## config.mk

```make
export PLATFORM = sky130hd
export DESIGN_NAME = epc_host
export DESIGN_NICKNAME = d
export VERILOG_FILES = /design/src/rtl/epc_pkg.sv /design/src/rtl/epc_host.sv /design/src/rtl/epc_bus_cycle.sv
export SDC_FILE = /design/constraint.sdc
export NUM_CORES = 1
export LEC_CHECK = 0
export BUFFER_PORTS_ARGS = -buffer_cell sky130_fd_sc_hd__buf_4
export CORE_MARGIN = 3
export CORE_UTILIZATION = 56
export DETAILED_ROUTE_END_ITERATION = 16
export PLACE_DENSITY_LB_ADDON = 0.3
export SLEW_MARGIN = 20
export SYNTH_ARGS = -nofsm -noshare
export SYNTH_HDL_FRONTEND = slang
export SYNTH_SLANG_ARGS = --single-unit
```

## constraint.sdc

```tcl
create_clock -name clk_sys -period 3.35 [get_ports clk_sys]
set_clock_uncertainty 0.1 [all_clocks]
set_input_delay 0.1675 -clock clk_sys [delete_from_list [all_inputs] [get_ports clk_sys]]
set_output_delay 0.1675 -clock clk_sys [all_outputs]
set_load 0.05 [all_outputs]
```

## src/rtl/epc_pkg.sv

```systemverilog
/*
  constants for the eeprom host controller: bus timing counts, widths,
  page size and operation codes.
  assumes a 100 mhz clk_sys.
*/
package epc_pkg;

  localparam int unsigned CLK_PERIOD_NS = 10;

  // ----------------------------------------------------------------
  // bus timing
  // ----------------------------------------------------------------
  localparam int unsigned WRITE_PULSE_NS   = 100;
  localparam int unsigned WE_RECOVERY_NS   = 50;
  localparam int unsigned READ_ACCESS_NS   = 200;
  localparam int unsigned BYTE_LOAD_MAX_US = 150;
  localparam int unsigned PROGRAM_CYCLE_MS = 10;

  localparam int unsigned WRITE_PULSE_CYC = (WRITE_PULSE_NS + CLK_PERIOD_NS - 1) / CLK_PERIOD_NS;
  localparam int unsigned WE_RECOVERY_CYC = (WE_RECOVERY_NS + CLK_PERIOD_NS - 1) / CLK_PERIOD_NS;
  localparam int unsigned READ_ACCESS_CYC = (READ_ACCESS_NS + CLK_PERIOD_NS - 1) / CLK_PERIOD_NS;
  localparam int unsigned BYTE_LOAD_CYC   = (BYTE_LOAD_MAX_US * 1000) / CLK_PERIOD_NS;
  localparam int unsigned PROGRAM_CYC     = (PROGRAM_CYCLE_MS * 1000000) / CLK_PERIOD_NS;

  // ----------------------------------------------------------------
  // widths and page
  // ----------------------------------------------------------------
  localparam int unsigned ADDR_W    = 17;
  localparam int unsigned DATA_W    = 8;
  localparam int unsigned PAGE_MAX  = 128;
  localparam int unsigned CNT_W     = 24;

  // ----------------------------------------------------------------
  // operation codes
  // ----------------------------------------------------------------
  typedef enum logic [1:0] {
    EPC_OP_READ    = 2'h0,
    EPC_OP_WRITE   = 2'h1,
    EPC_OP_PROTECT = 2'h2,
    EPC_OP_UNPROT  = 2'h3
  } epc_op_e;

endpackage : epc_pkg

```

## src/rtl/epc_host.sv

```systemverilog
/*
  host controller for a parallel eeprom with software data protection.
  issues reads, page writes preceded by the protect-enable sequence,
  and the six-step protect-disable sequence, then waits for programming
  by polling the completion bit, data bit 7, after writes, or for PROG_CYC after commands.
  assumes one 8-bit lane selected by lane_select_n, pins through epc_bus_cycle.
*/
`timescale 1ns/1ns
module epc_host
  import epc_pkg::*;
#(
  parameter logic [ADDR_W-1:0] EN_ADDR0  = 17'h05555,
  parameter logic [ADDR_W-1:0] EN_ADDR1  = 17'h02aaa,
  parameter logic [ADDR_W-1:0] EN_ADDR2  = 17'h05555,
  parameter logic [DATA_W-1:0] EN_DATA0  = 8'haa,
  parameter logic [DATA_W-1:0] EN_DATA1  = 8'h55,
  parameter logic [DATA_W-1:0] EN_DATA2  = 8'ha0,
  parameter logic [ADDR_W-1:0] DIS_ADDR0 = 17'h05555,
  parameter logic [ADDR_W-1:0] DIS_ADDR1 = 17'h02aaa,
  parameter logic [ADDR_W-1:0] DIS_ADDR2 = 17'h05555,
  parameter logic [ADDR_W-1:0] DIS_ADDR3 = 17'h05555,
  parameter logic [ADDR_W-1:0] DIS_ADDR4 = 17'h02aaa,
  parameter logic [ADDR_W-1:0] DIS_ADDR5 = 17'h05555,
  parameter logic [DATA_W-1:0] DIS_DATA0 = 8'haa,
  parameter logic [DATA_W-1:0] DIS_DATA1 = 8'h55,
  parameter logic [DATA_W-1:0] DIS_DATA2 = 8'h80,
  parameter logic [DATA_W-1:0] DIS_DATA3 = 8'haa,
  parameter logic [DATA_W-1:0] DIS_DATA4 = 8'h55,
  parameter logic [DATA_W-1:0] DIS_DATA5 = 8'h20,
  parameter int unsigned       PROG_CYC  = PROGRAM_CYC
)(
  // clock and reset
  input  wire logic              clk_sys,
  input  wire logic              resetn,
  // user request
  input  wire logic              req_valid,
  output logic                   req_ready,
  input  wire logic [1:0]        req_op,
  input  wire logic [ADDR_W-1:0] req_addr,
  input  wire logic [DATA_W-1:0] req_wdata,
  input  wire logic              req_last,
  // user answer
  output logic                   rsp_valid_q,
  output logic [DATA_W-1:0]      rsp_rdata_q,
  output logic                   rsp_timeout_q,
  output logic                   protect_on_q,
  // eeprom pins
  output logic [ADDR_W-1:0]      mem_addr,
  output logic                   lane_select_n,
  output logic                   out_en_n,
  output logic                   wr_en_n,
  output logic [DATA_W-1:0]      command_byte_lines_o,
  output logic                   command_byte_lines_oe,
  input  wire logic [DATA_W-1:0] command_byte_lines_i
);

  typedef enum logic [2:0] {
    H_IDLE = 3'h0,
    H_CMD  = 3'h1,
    H_DATA = 3'h2,
    H_WAIT = 3'h3,
    H_POLL = 3'h4,
    H_READ = 3'h5
  } host_state_e;

  // ----------------------------------------------------------------
  // command tables
  // ----------------------------------------------------------------
  logic [ADDR_W-1:0] seq_addr [6];
  logic [DATA_W-1:0] seq_data [6];

  host_state_e       st_q;
  epc_op_e           op_q;
  logic [2:0]        step_q;
  logic [7:0]        nbytes_q;
  logic [CNT_W-1:0]  tmr_q;
  logic [ADDR_W-1:0] addr_q;
  logic [DATA_W-1:0] data_q;
  logic [ADDR_W-1:0] last_addr_q;
  logic [DATA_W-1:0] last_data_q;
  logic              last_q;
  logic              bc_busy_q;
  logic              bc_start;
  logic              bc_done;
  logic [DATA_W-1:0] bc_rdata;

  wire is_unprot   = (op_q == EPC_OP_UNPROT);
  wire [2:0] nsteps = is_unprot ? 3'h6 : 3'h3;

  always_comb begin
    seq_addr[0] = is_unprot ? DIS_ADDR0 : EN_ADDR0;
    seq_addr[1] = is_unprot ? DIS_ADDR1 : EN_ADDR1;
    seq_addr[2] = is_unprot ? DIS_ADDR2 : EN_ADDR2;
    seq_addr[3] = DIS_ADDR3;
    seq_addr[4] = DIS_ADDR4;
    seq_addr[5] = DIS_ADDR5;
    seq_data[0] = is_unprot ? DIS_DATA0 : EN_DATA0;
    seq_data[1] = is_unprot ? DIS_DATA1 : EN_DATA1;
    seq_data[2] = is_unprot ? DIS_DATA2 : EN_DATA2;
    seq_data[3] = DIS_DATA3;
    seq_data[4] = DIS_DATA4;
    seq_data[5] = DIS_DATA5;
  end

  // ----------------------------------------------------------------
  // pin cycle selection
  // ----------------------------------------------------------------
  wire               cyc_write = (st_q == H_CMD) || (st_q == H_DATA);
  wire [ADDR_W-1:0]  cyc_addr  = (st_q == H_CMD)  ? seq_addr[step_q] :
                                 (st_q == H_DATA) ? addr_q :
                                 (st_q == H_POLL) ? last_addr_q : addr_q;
  wire [DATA_W-1:0]  cyc_data  = (st_q == H_CMD) ? seq_data[step_q] : data_q;

  wire   page_full = (nbytes_q == 8'(PAGE_MAX));
  // byte load window nearly spent: stop waiting for more bytes
  wire   load_late = (tmr_q >= CNT_W'(BYTE_LOAD_CYC - 3 * WRITE_PULSE_CYC));
  wire   same_page = (req_addr[ADDR_W-1:$clog2(PAGE_MAX)] == last_addr_q[ADDR_W-1:$clog2(PAGE_MAX)]);
  // only a further write to the open page is taken while it loads
  wire   page_more = (st_q == H_WAIT) && !last_q && !page_full && !load_late &&
                     (epc_op_e'(req_op) == EPC_OP_WRITE) && same_page;
  assign req_ready = ((st_q == H_IDLE) || page_more) && !bc_busy_q;
  wire   req_take  = req_valid && req_ready;
  wire   poll_ok   = (bc_rdata[7] == last_data_q[7]);
  wire   prog_over = (tmr_q >= CNT_W'(PROG_CYC));

  assign bc_start = !bc_busy_q &&
                    ((st_q == H_CMD) || (st_q == H_DATA) || (st_q == H_POLL) || (st_q == H_READ));

  epc_bus_cycle u_cycle (
    .clk_sys              (clk_sys),
    .resetn               (resetn),
    .start                (bc_start),
    .is_write             (cyc_write),
    .addr                 (cyc_addr),
    .wdata                (cyc_data),
    .done                 (bc_done),
    .rdata_q              (bc_rdata),
    .mem_addr_q           (mem_addr),
    .chip_sel_n_q         (lane_select_n),
    .out_en_n_q           (out_en_n),
    .wr_en_n_q            (wr_en_n),
    .command_byte_lines_o (command_byte_lines_o),
    .command_byte_lines_oe(command_byte_lines_oe),
    .command_byte_lines_i (command_byte_lines_i)
  );

  // ----------------------------------------------------------------
  // sequencer
  // ----------------------------------------------------------------
  always_ff @(posedge clk_sys or negedge resetn) begin
    if (!resetn) begin
      bc_busy_q <= 1'b0;
    end else if (bc_start) begin
      bc_busy_q <= 1'b1;
    end else if (bc_done) begin
      bc_busy_q <= 1'b0;
    end
  end

  always_ff @(posedge clk_sys or negedge resetn) begin
    if (!resetn) begin
      st_q          <= H_IDLE;
      op_q          <= EPC_OP_READ;
      step_q        <= '0;
      nbytes_q      <= '0;
      tmr_q         <= '0;
      addr_q        <= '0;
      data_q        <= '0;
      last_addr_q   <= '0;
      last_data_q   <= '0;
      last_q        <= 1'b0;
      rsp_valid_q   <= 1'b0;
      rsp_rdata_q   <= '0;
      rsp_timeout_q <= 1'b0;
      protect_on_q  <= 1'b1;
    end else begin
      rsp_valid_q <= 1'b0;
      case (st_q)
        H_IDLE: begin
          if (req_take) begin
            op_q     <= epc_op_e'(req_op);
            addr_q   <= req_addr;
            data_q   <= req_wdata;
            last_q   <= req_last;
            step_q   <= '0;
            nbytes_q <= '0;
            // every write or protect begins with the enable sequence
            st_q     <= (epc_op_e'(req_op) == EPC_OP_READ) ? H_READ : H_CMD;
          end
        end
        H_CMD: begin
          // steps go back to back, nothing between them
          if (bc_done) begin
            if (step_q == nsteps - 3'h1) begin
              tmr_q <= '0;
              if (op_q == EPC_OP_WRITE) begin
                st_q <= H_DATA;
              end else begin
                // zero data bytes: device still changes state at end of cycle
                st_q <= H_POLL;
              end
            end else begin
              step_q <= step_q + 3'h1;
            end
          end
        end
        H_DATA: begin
          if (bc_done) begin
            nbytes_q    <= nbytes_q + 8'h01;
            last_addr_q <= addr_q;
            last_data_q <= data_q;
            tmr_q       <= '0;
            st_q        <= H_WAIT;
          end
        end
        H_WAIT: begin
          tmr_q <= tmr_q + CNT_W'(1);
          if (req_take) begin
            addr_q <= req_addr;
            data_q <= req_wdata;
            last_q <= req_last;
            st_q   <= H_DATA;
          // a refused request closes the page at once
          end else if (last_q || page_full || load_late || req_valid) begin
            tmr_q <= '0;
            st_q  <= H_POLL;
          end
        end
        H_POLL: begin
          tmr_q <= tmr_q + CNT_W'(1);
          if (bc_done) begin
            // commands only: wait out the program time
            if ((op_q == EPC_OP_WRITE && poll_ok) || prog_over) begin
              protect_on_q  <= !is_unprot;
              rsp_timeout_q <= (op_q == EPC_OP_WRITE) && !poll_ok;
              rsp_valid_q   <= 1'b1;
              st_q          <= H_IDLE;
            end
          end
        end
        default: begin
          if (bc_done) begin
            rsp_rdata_q   <= bc_rdata;
            rsp_timeout_q <= 1'b0;
            rsp_valid_q   <= 1'b1;
            st_q          <= H_IDLE;
          end
        end
      endcase
    end
  end

  a_cmd_precedes: assert property (@(posedge clk_sys) disable iff (!resetn)
    (st_q == H_CMD && bc_done && step_q == 3'h2 && op_q == EPC_OP_WRITE) |=> st_q == H_DATA)
    else $error("data did not follow enable sequence");
  a_page_limit: assert property (@(posedge clk_sys) disable iff (!resetn)
    nbytes_q <= 8'(PAGE_MAX)) else $error("page overrun");
  a_no_write_on_read: assert property (@(posedge clk_sys) disable iff (!resetn)
    (!lane_select_n && !out_en_n) |-> wr_en_n) else $error("write during read strobe");

endmodule : epc_host

```

## src/rtl/epc_bus_cycle.sv

```systemverilog
/*
  one bus cycle on the eeprom pins: a write strobe or a timed read.
  assumes the caller holds address, data and kind stable while busy.
*/
`timescale 1ns/1ns
module epc_bus_cycle
  import epc_pkg::*;
(
  // clock and reset
  input  wire logic              clk_sys,
  input  wire logic              resetn,
  // request
  input  wire logic              start,
  input  wire logic              is_write,
  input  wire logic [ADDR_W-1:0] addr,
  input  wire logic [DATA_W-1:0] wdata,
  output logic                   done,
  output logic [DATA_W-1:0]      rdata_q,
  // pins
  output logic [ADDR_W-1:0]      mem_addr_q,
  output logic                   chip_sel_n_q,
  output logic                   out_en_n_q,
  output logic                   wr_en_n_q,
  output logic [DATA_W-1:0]      command_byte_lines_o,
  output logic                   command_byte_lines_oe,
  input  wire logic [DATA_W-1:0] command_byte_lines_i
);

  typedef enum logic [1:0] {
    BC_IDLE = 2'h0,
    BC_STRB = 2'h1,
    BC_RECV = 2'h2
  } bc_state_e;

  bc_state_e         st_q;
  logic [7:0]        cnt_q;
  logic              wr_q;
  logic [DATA_W-1:0] dout_q;
  logic [DATA_W-1:0] sync1_q;
  logic [DATA_W-1:0] sync2_q;

  wire strobe_end = (st_q == BC_STRB) &&
                    (cnt_q == 8'(wr_q ? WRITE_PULSE_CYC + 2 : READ_ACCESS_CYC + 2));
  wire recv_end   = (st_q == BC_RECV) && (cnt_q == 8'(WE_RECOVERY_CYC));

  assign done                  = recv_end;
  assign command_byte_lines_o  = dout_q;
  // drive only while writing, never during a read strobe
  assign command_byte_lines_oe = wr_q && (st_q != BC_IDLE);

  always_ff @(posedge clk_sys or negedge resetn) begin
    if (!resetn) begin
      sync1_q <= '0;
      sync2_q <= '0;
    end else begin
      sync1_q <= command_byte_lines_i;
      sync2_q <= sync1_q;
    end
  end

  always_ff @(posedge clk_sys or negedge resetn) begin
    if (!resetn) begin
      st_q         <= BC_IDLE;
      cnt_q        <= '0;
      wr_q         <= 1'b0;
      dout_q       <= '0;
      rdata_q      <= '0;
      mem_addr_q   <= '0;
      chip_sel_n_q <= 1'b1;
      out_en_n_q   <= 1'b1;
      wr_en_n_q    <= 1'b1;
    end else begin
      case (st_q)
        BC_IDLE: begin
          if (start) begin
            st_q         <= BC_STRB;
            cnt_q        <= '0;
            wr_q         <= is_write;
            mem_addr_q   <= addr;
            dout_q       <= wdata;
            chip_sel_n_q <= 1'b0;
            // write: oe high, we low; read: oe low, we high
            out_en_n_q   <= is_write;
            wr_en_n_q    <= !is_write;
          end
        end
        BC_STRB: begin
          cnt_q <= cnt_q + 8'h01;
          if (strobe_end) begin
            st_q         <= BC_RECV;
            cnt_q        <= '0;
            chip_sel_n_q <= 1'b1;
            out_en_n_q   <= 1'b1;
            wr_en_n_q    <= 1'b1;
            if (!wr_q) begin
              rdata_q <= sync2_q;
            end
          end
        end
        default: begin
          cnt_q <= cnt_q + 8'h01;
          if (recv_end) begin
            st_q <= BC_IDLE;
            wr_q <= 1'b0;
          end
        end
      endcase
    end
  end

  a_pins_exclusive: assert property (@(posedge clk_sys) disable iff (!resetn)
    !(out_en_n_q == 1'b0 && wr_en_n_q == 1'b0)) else $error("oe and we low together");
  a_drive_on_write: assert property (@(posedge clk_sys) disable iff (!resetn)
    command_byte_lines_oe |-> out_en_n_q) else $error("data driven while oe low");

endmodule : epc_bus_cycle

```

==> metrics.cfg <==
[status]
status=finished, final reports clean

[critical_path]
slowest_stage=a2111oi_4
cpPeakStageDelay_ns=0.44
crit_family=compound AO/OA/AOI/OAI gates
worstSetupEndpointType=output pin
critPathLaunchType=flip-flop
cp_num_cells=8
reg2reg_depth=9
crit_fanout=6
crit_required_ns=3.08
crit_type=reg2out
worstPathCellList=inv_1 > ha_1 > or3_1 > a31o_1 > a2111oi_4 > nand2_2 > a21oi_1 > buf_4
critPathBufInv=2
arrival_ns=2.84

[place]
dp_cells=958
io_buffers=79
dp_slack_ns=0.3977
post-dp-hpwl_mm=11.95
gp_congestion=0.9811

[drt]
drc=0
drt-total-wl_mm=18.50
drt_iter0_drc=597
antenna_left=0
wl_per_cell_um=18.01
vias_per_cell=5.950
dr.pass1.iters=5
vias=6111

[timing]
worstMarginPinSlew_ns=0.7755
slew_headroom_pct=47.57
hold_viol=0
setup_ws_ns=0.2380
finalSetupTns_ns=0
period_minus_slack_ns=3.112
rsz0062_at_grt=no
setup_violations=0
drv_slew=0
fin_crit_sh_pct=92.89
fmax_mhz=321.3

[synthesis]
yosysMostFrequentCell=dfrtp_1
yosysWarningCount=0
netlist_top_cells_count=dfrtp_1 (155), nand2_1 (143), nor2_1 (38)
synthFlopType=dfrtp_1
synth.distinct_cells=57
postSynthCellCount=722
syn_area_per_cell_um2=10.34
synth_area_um2=7468
synthTopCellsByArea=dfrtp_1 (52%), nand2_1 (7.2%), mux2_4 (4.0%)
synthArstFlopShare_pct=100.0
yosysTopAreaCell=dfrtp_1
synth_seq_area_share_pct=53.34
synth-edff-count=0
syn-num-nets=771
synth-seq-cells=159
yosysTopAreaCellShare_pct=51.93

[cts]
cts_max_level=4
post_cts_buffers=0
cts_max_path_buffers=2
cts_root_buffer=clkbuf_16
cts_sinks=159
cts_tree=yes
clkTransAtPathRegs_ns=0.06
clock_latency_ns=0.43
cts-buffers-inserted=17

[finish]
drive_gt1_share_pct=21.64
diodes=0
finalNetCount=891
layout.cells.non_filler=1027
area_growth_pct=24.54
nFillCells=911

[grt]
grt_pass1_wl_mm=30.86
antenna_found_initial=0
grt.total_usage_pct=26.50
grt_pass1_vias=6324
grt-ovfl-total=0
grt_start_max_net_pins=80

[power]
power_density_nw_per_um2=560.9
p_leak_nw=4.384
peakVddDrop_uv=449.7

[min_path]
hold_path.class=in2reg
worstHoldPathCells=4

[die]
ios=80
initial_core_util_pct=58.23
dieArea_um2=14760
die_h_um=121.5
die_x_um=121.5
rows=41
coreArea_um2=12820

[flow_run]
maxCapViolCount=0

==> worst min-delay path, stage by stage <==
cell and delay [ns]:
buf_4 0.13, inv_1 0.06, and2_1 0.13, o41ai_1 0.08
==> cell type report <==
cell class,instances,area [um2],share of cell area [%]
repair buffers,134,1140,12.25
inverters,17,63.81,0.6860
clock buffers,21,480.5,5.165
clock inverters,11,152.6,1.641
multi-input cells,513,3266,35.11
flip-flops and latches,159,3984,42.83
well taps,172,215.2,2.314
==> repair_timing <==
item | CTS | global route
hold buffers | 37 | 0
endpoints found under the hold margin | 111 | 0
gates resized for setup | 0 | 0
==> routing by layer <==
layer	share of wire (%)	wire, um	track usage [%]
met5	0	0	0
met4	1.4	257	9.174
met3	5.6	1041	5.921
met2	52	9700	46.11
met1	41	7497	32.50
==> layout by cell type, fill, tap and decap left out, types with 4 or more instances in the layout <==
cell / Yosys / final
and3_1: 9 / 9
dfstp_2: 4 / 4
xnor2_1: 14 / 14
dlygate4sd3_1: 0 / 37
dfrtp_1: 155 / 155
nor2b_1: 6 / 6
o31ai_1: 5 / 5
a31oi_1: 16 / 16
o21ai_0: 37 / 37
a21oi_1: 27 / 26
mux2i_1: 4 / 4
or3_1: 5 / 5
a311oi_1: 16 / 16
buf_4: 0 / 93
nor4_1: 4 / 4
clkbuf_8: 0 / 4
and2_1: 4 / 4
nand2_1: 143 / 143
nand4_1: 15 / 15
a21o_1: 22 / 22
nor2_1: 38 / 38
xor2_1: 10 / 10
nand3_1: 19 / 19
ha_1: 10 / 10
a41oi_1: 4 / 4
clkbuf_16: 0 / 17
inv_1: 17 / 17
nor3_1: 12 / 11
mux2_2: 23 / 23
mux2_4: 20 / 20
nor4b_1: 6 / 6
==> metrics by stage <==
step	hold slack (ns)	area (um2)	total power (W)	utilization (%)
2_1_floorplan	-0.2281	7468	0.002842	-
3_3_place_gp	0.1360	8294	0.003086	64.67
3_5_place_dp	0.1543	8294	0.003143	64.67
4_1_cts	0.06566	9298	0.005237	72.50
5_1_grt	0.1254	9301	0.005437	72.53
6_report	0.07409	9301	0.005217	72.53
==> power breakdown <==
group	total [W]	leakage, nW	switching (W)	internal, W
Combinational	0.000852	2.04	0.000483	0.000369
Clock	0.00204	0.302	0.000786	0.00126
Sequential	0.00232	2.05	0.000202	0.00212
==> path summary, 6_finish.rpt <==
path / start / end / slack [ns]
max in group asynchronous: resetn / tmr_q[4] / 2.08
worst min-delay path: req_valid / st_q[2] / 0.07
worst max register to register: tmr_q[0] / data_q[4] / 0.49
worst min register to register: u_cycle.sync1_q[2] / u_cycle.sync2_q[2] / 0.25
worst max-delay path: tmr_q[0] / req_ready / 0.24
min in group asynchronous: resetn / u_cycle.rdata_q[2] / 0.25
==> flip-flops by register name (all words and copies together) (netlist names), 2 cells and up <==
| signal | count |
|---|---|
| u_cycle.cnt_q | 8 |
| nbytes_q | 8 |
| data_q | 8 |
| u_cycle.st_q | 2 |
| addr_q | 17 |
| u_cycle.sync2_q | 8 |
| rsp_rdata_q | 8 |
| st_q | 3 |
| tmr_q | 24 |
| op_q | 2 |
| step_q | 3 |
| u_cycle.rdata_q | 8 |
| u_cycle.sync1_q | 8 |
| u_cycle.mem_addr_q | 17 |
| u_cycle.command_byte_lines_o | 8 |
| last_addr_q | 17 |
==> logic make-up (layout without fill, tap and decap cells) <==
group	count (synthesis)	after routing	synth area share, %
AO/OA/AOI/OAI	155	155	14.07
XOR/XNOR	24	24	2.815
adder cells (fa/ha/maj)	10	10	1.675
buffers and inverters	50	183	3.049
flip-flops	159	159	53.34
multiplexers	47	47	8.025
AND/OR/NAND/NOR	277	277	17.02
Note: power is estimated with default switching activity, not from simulation.
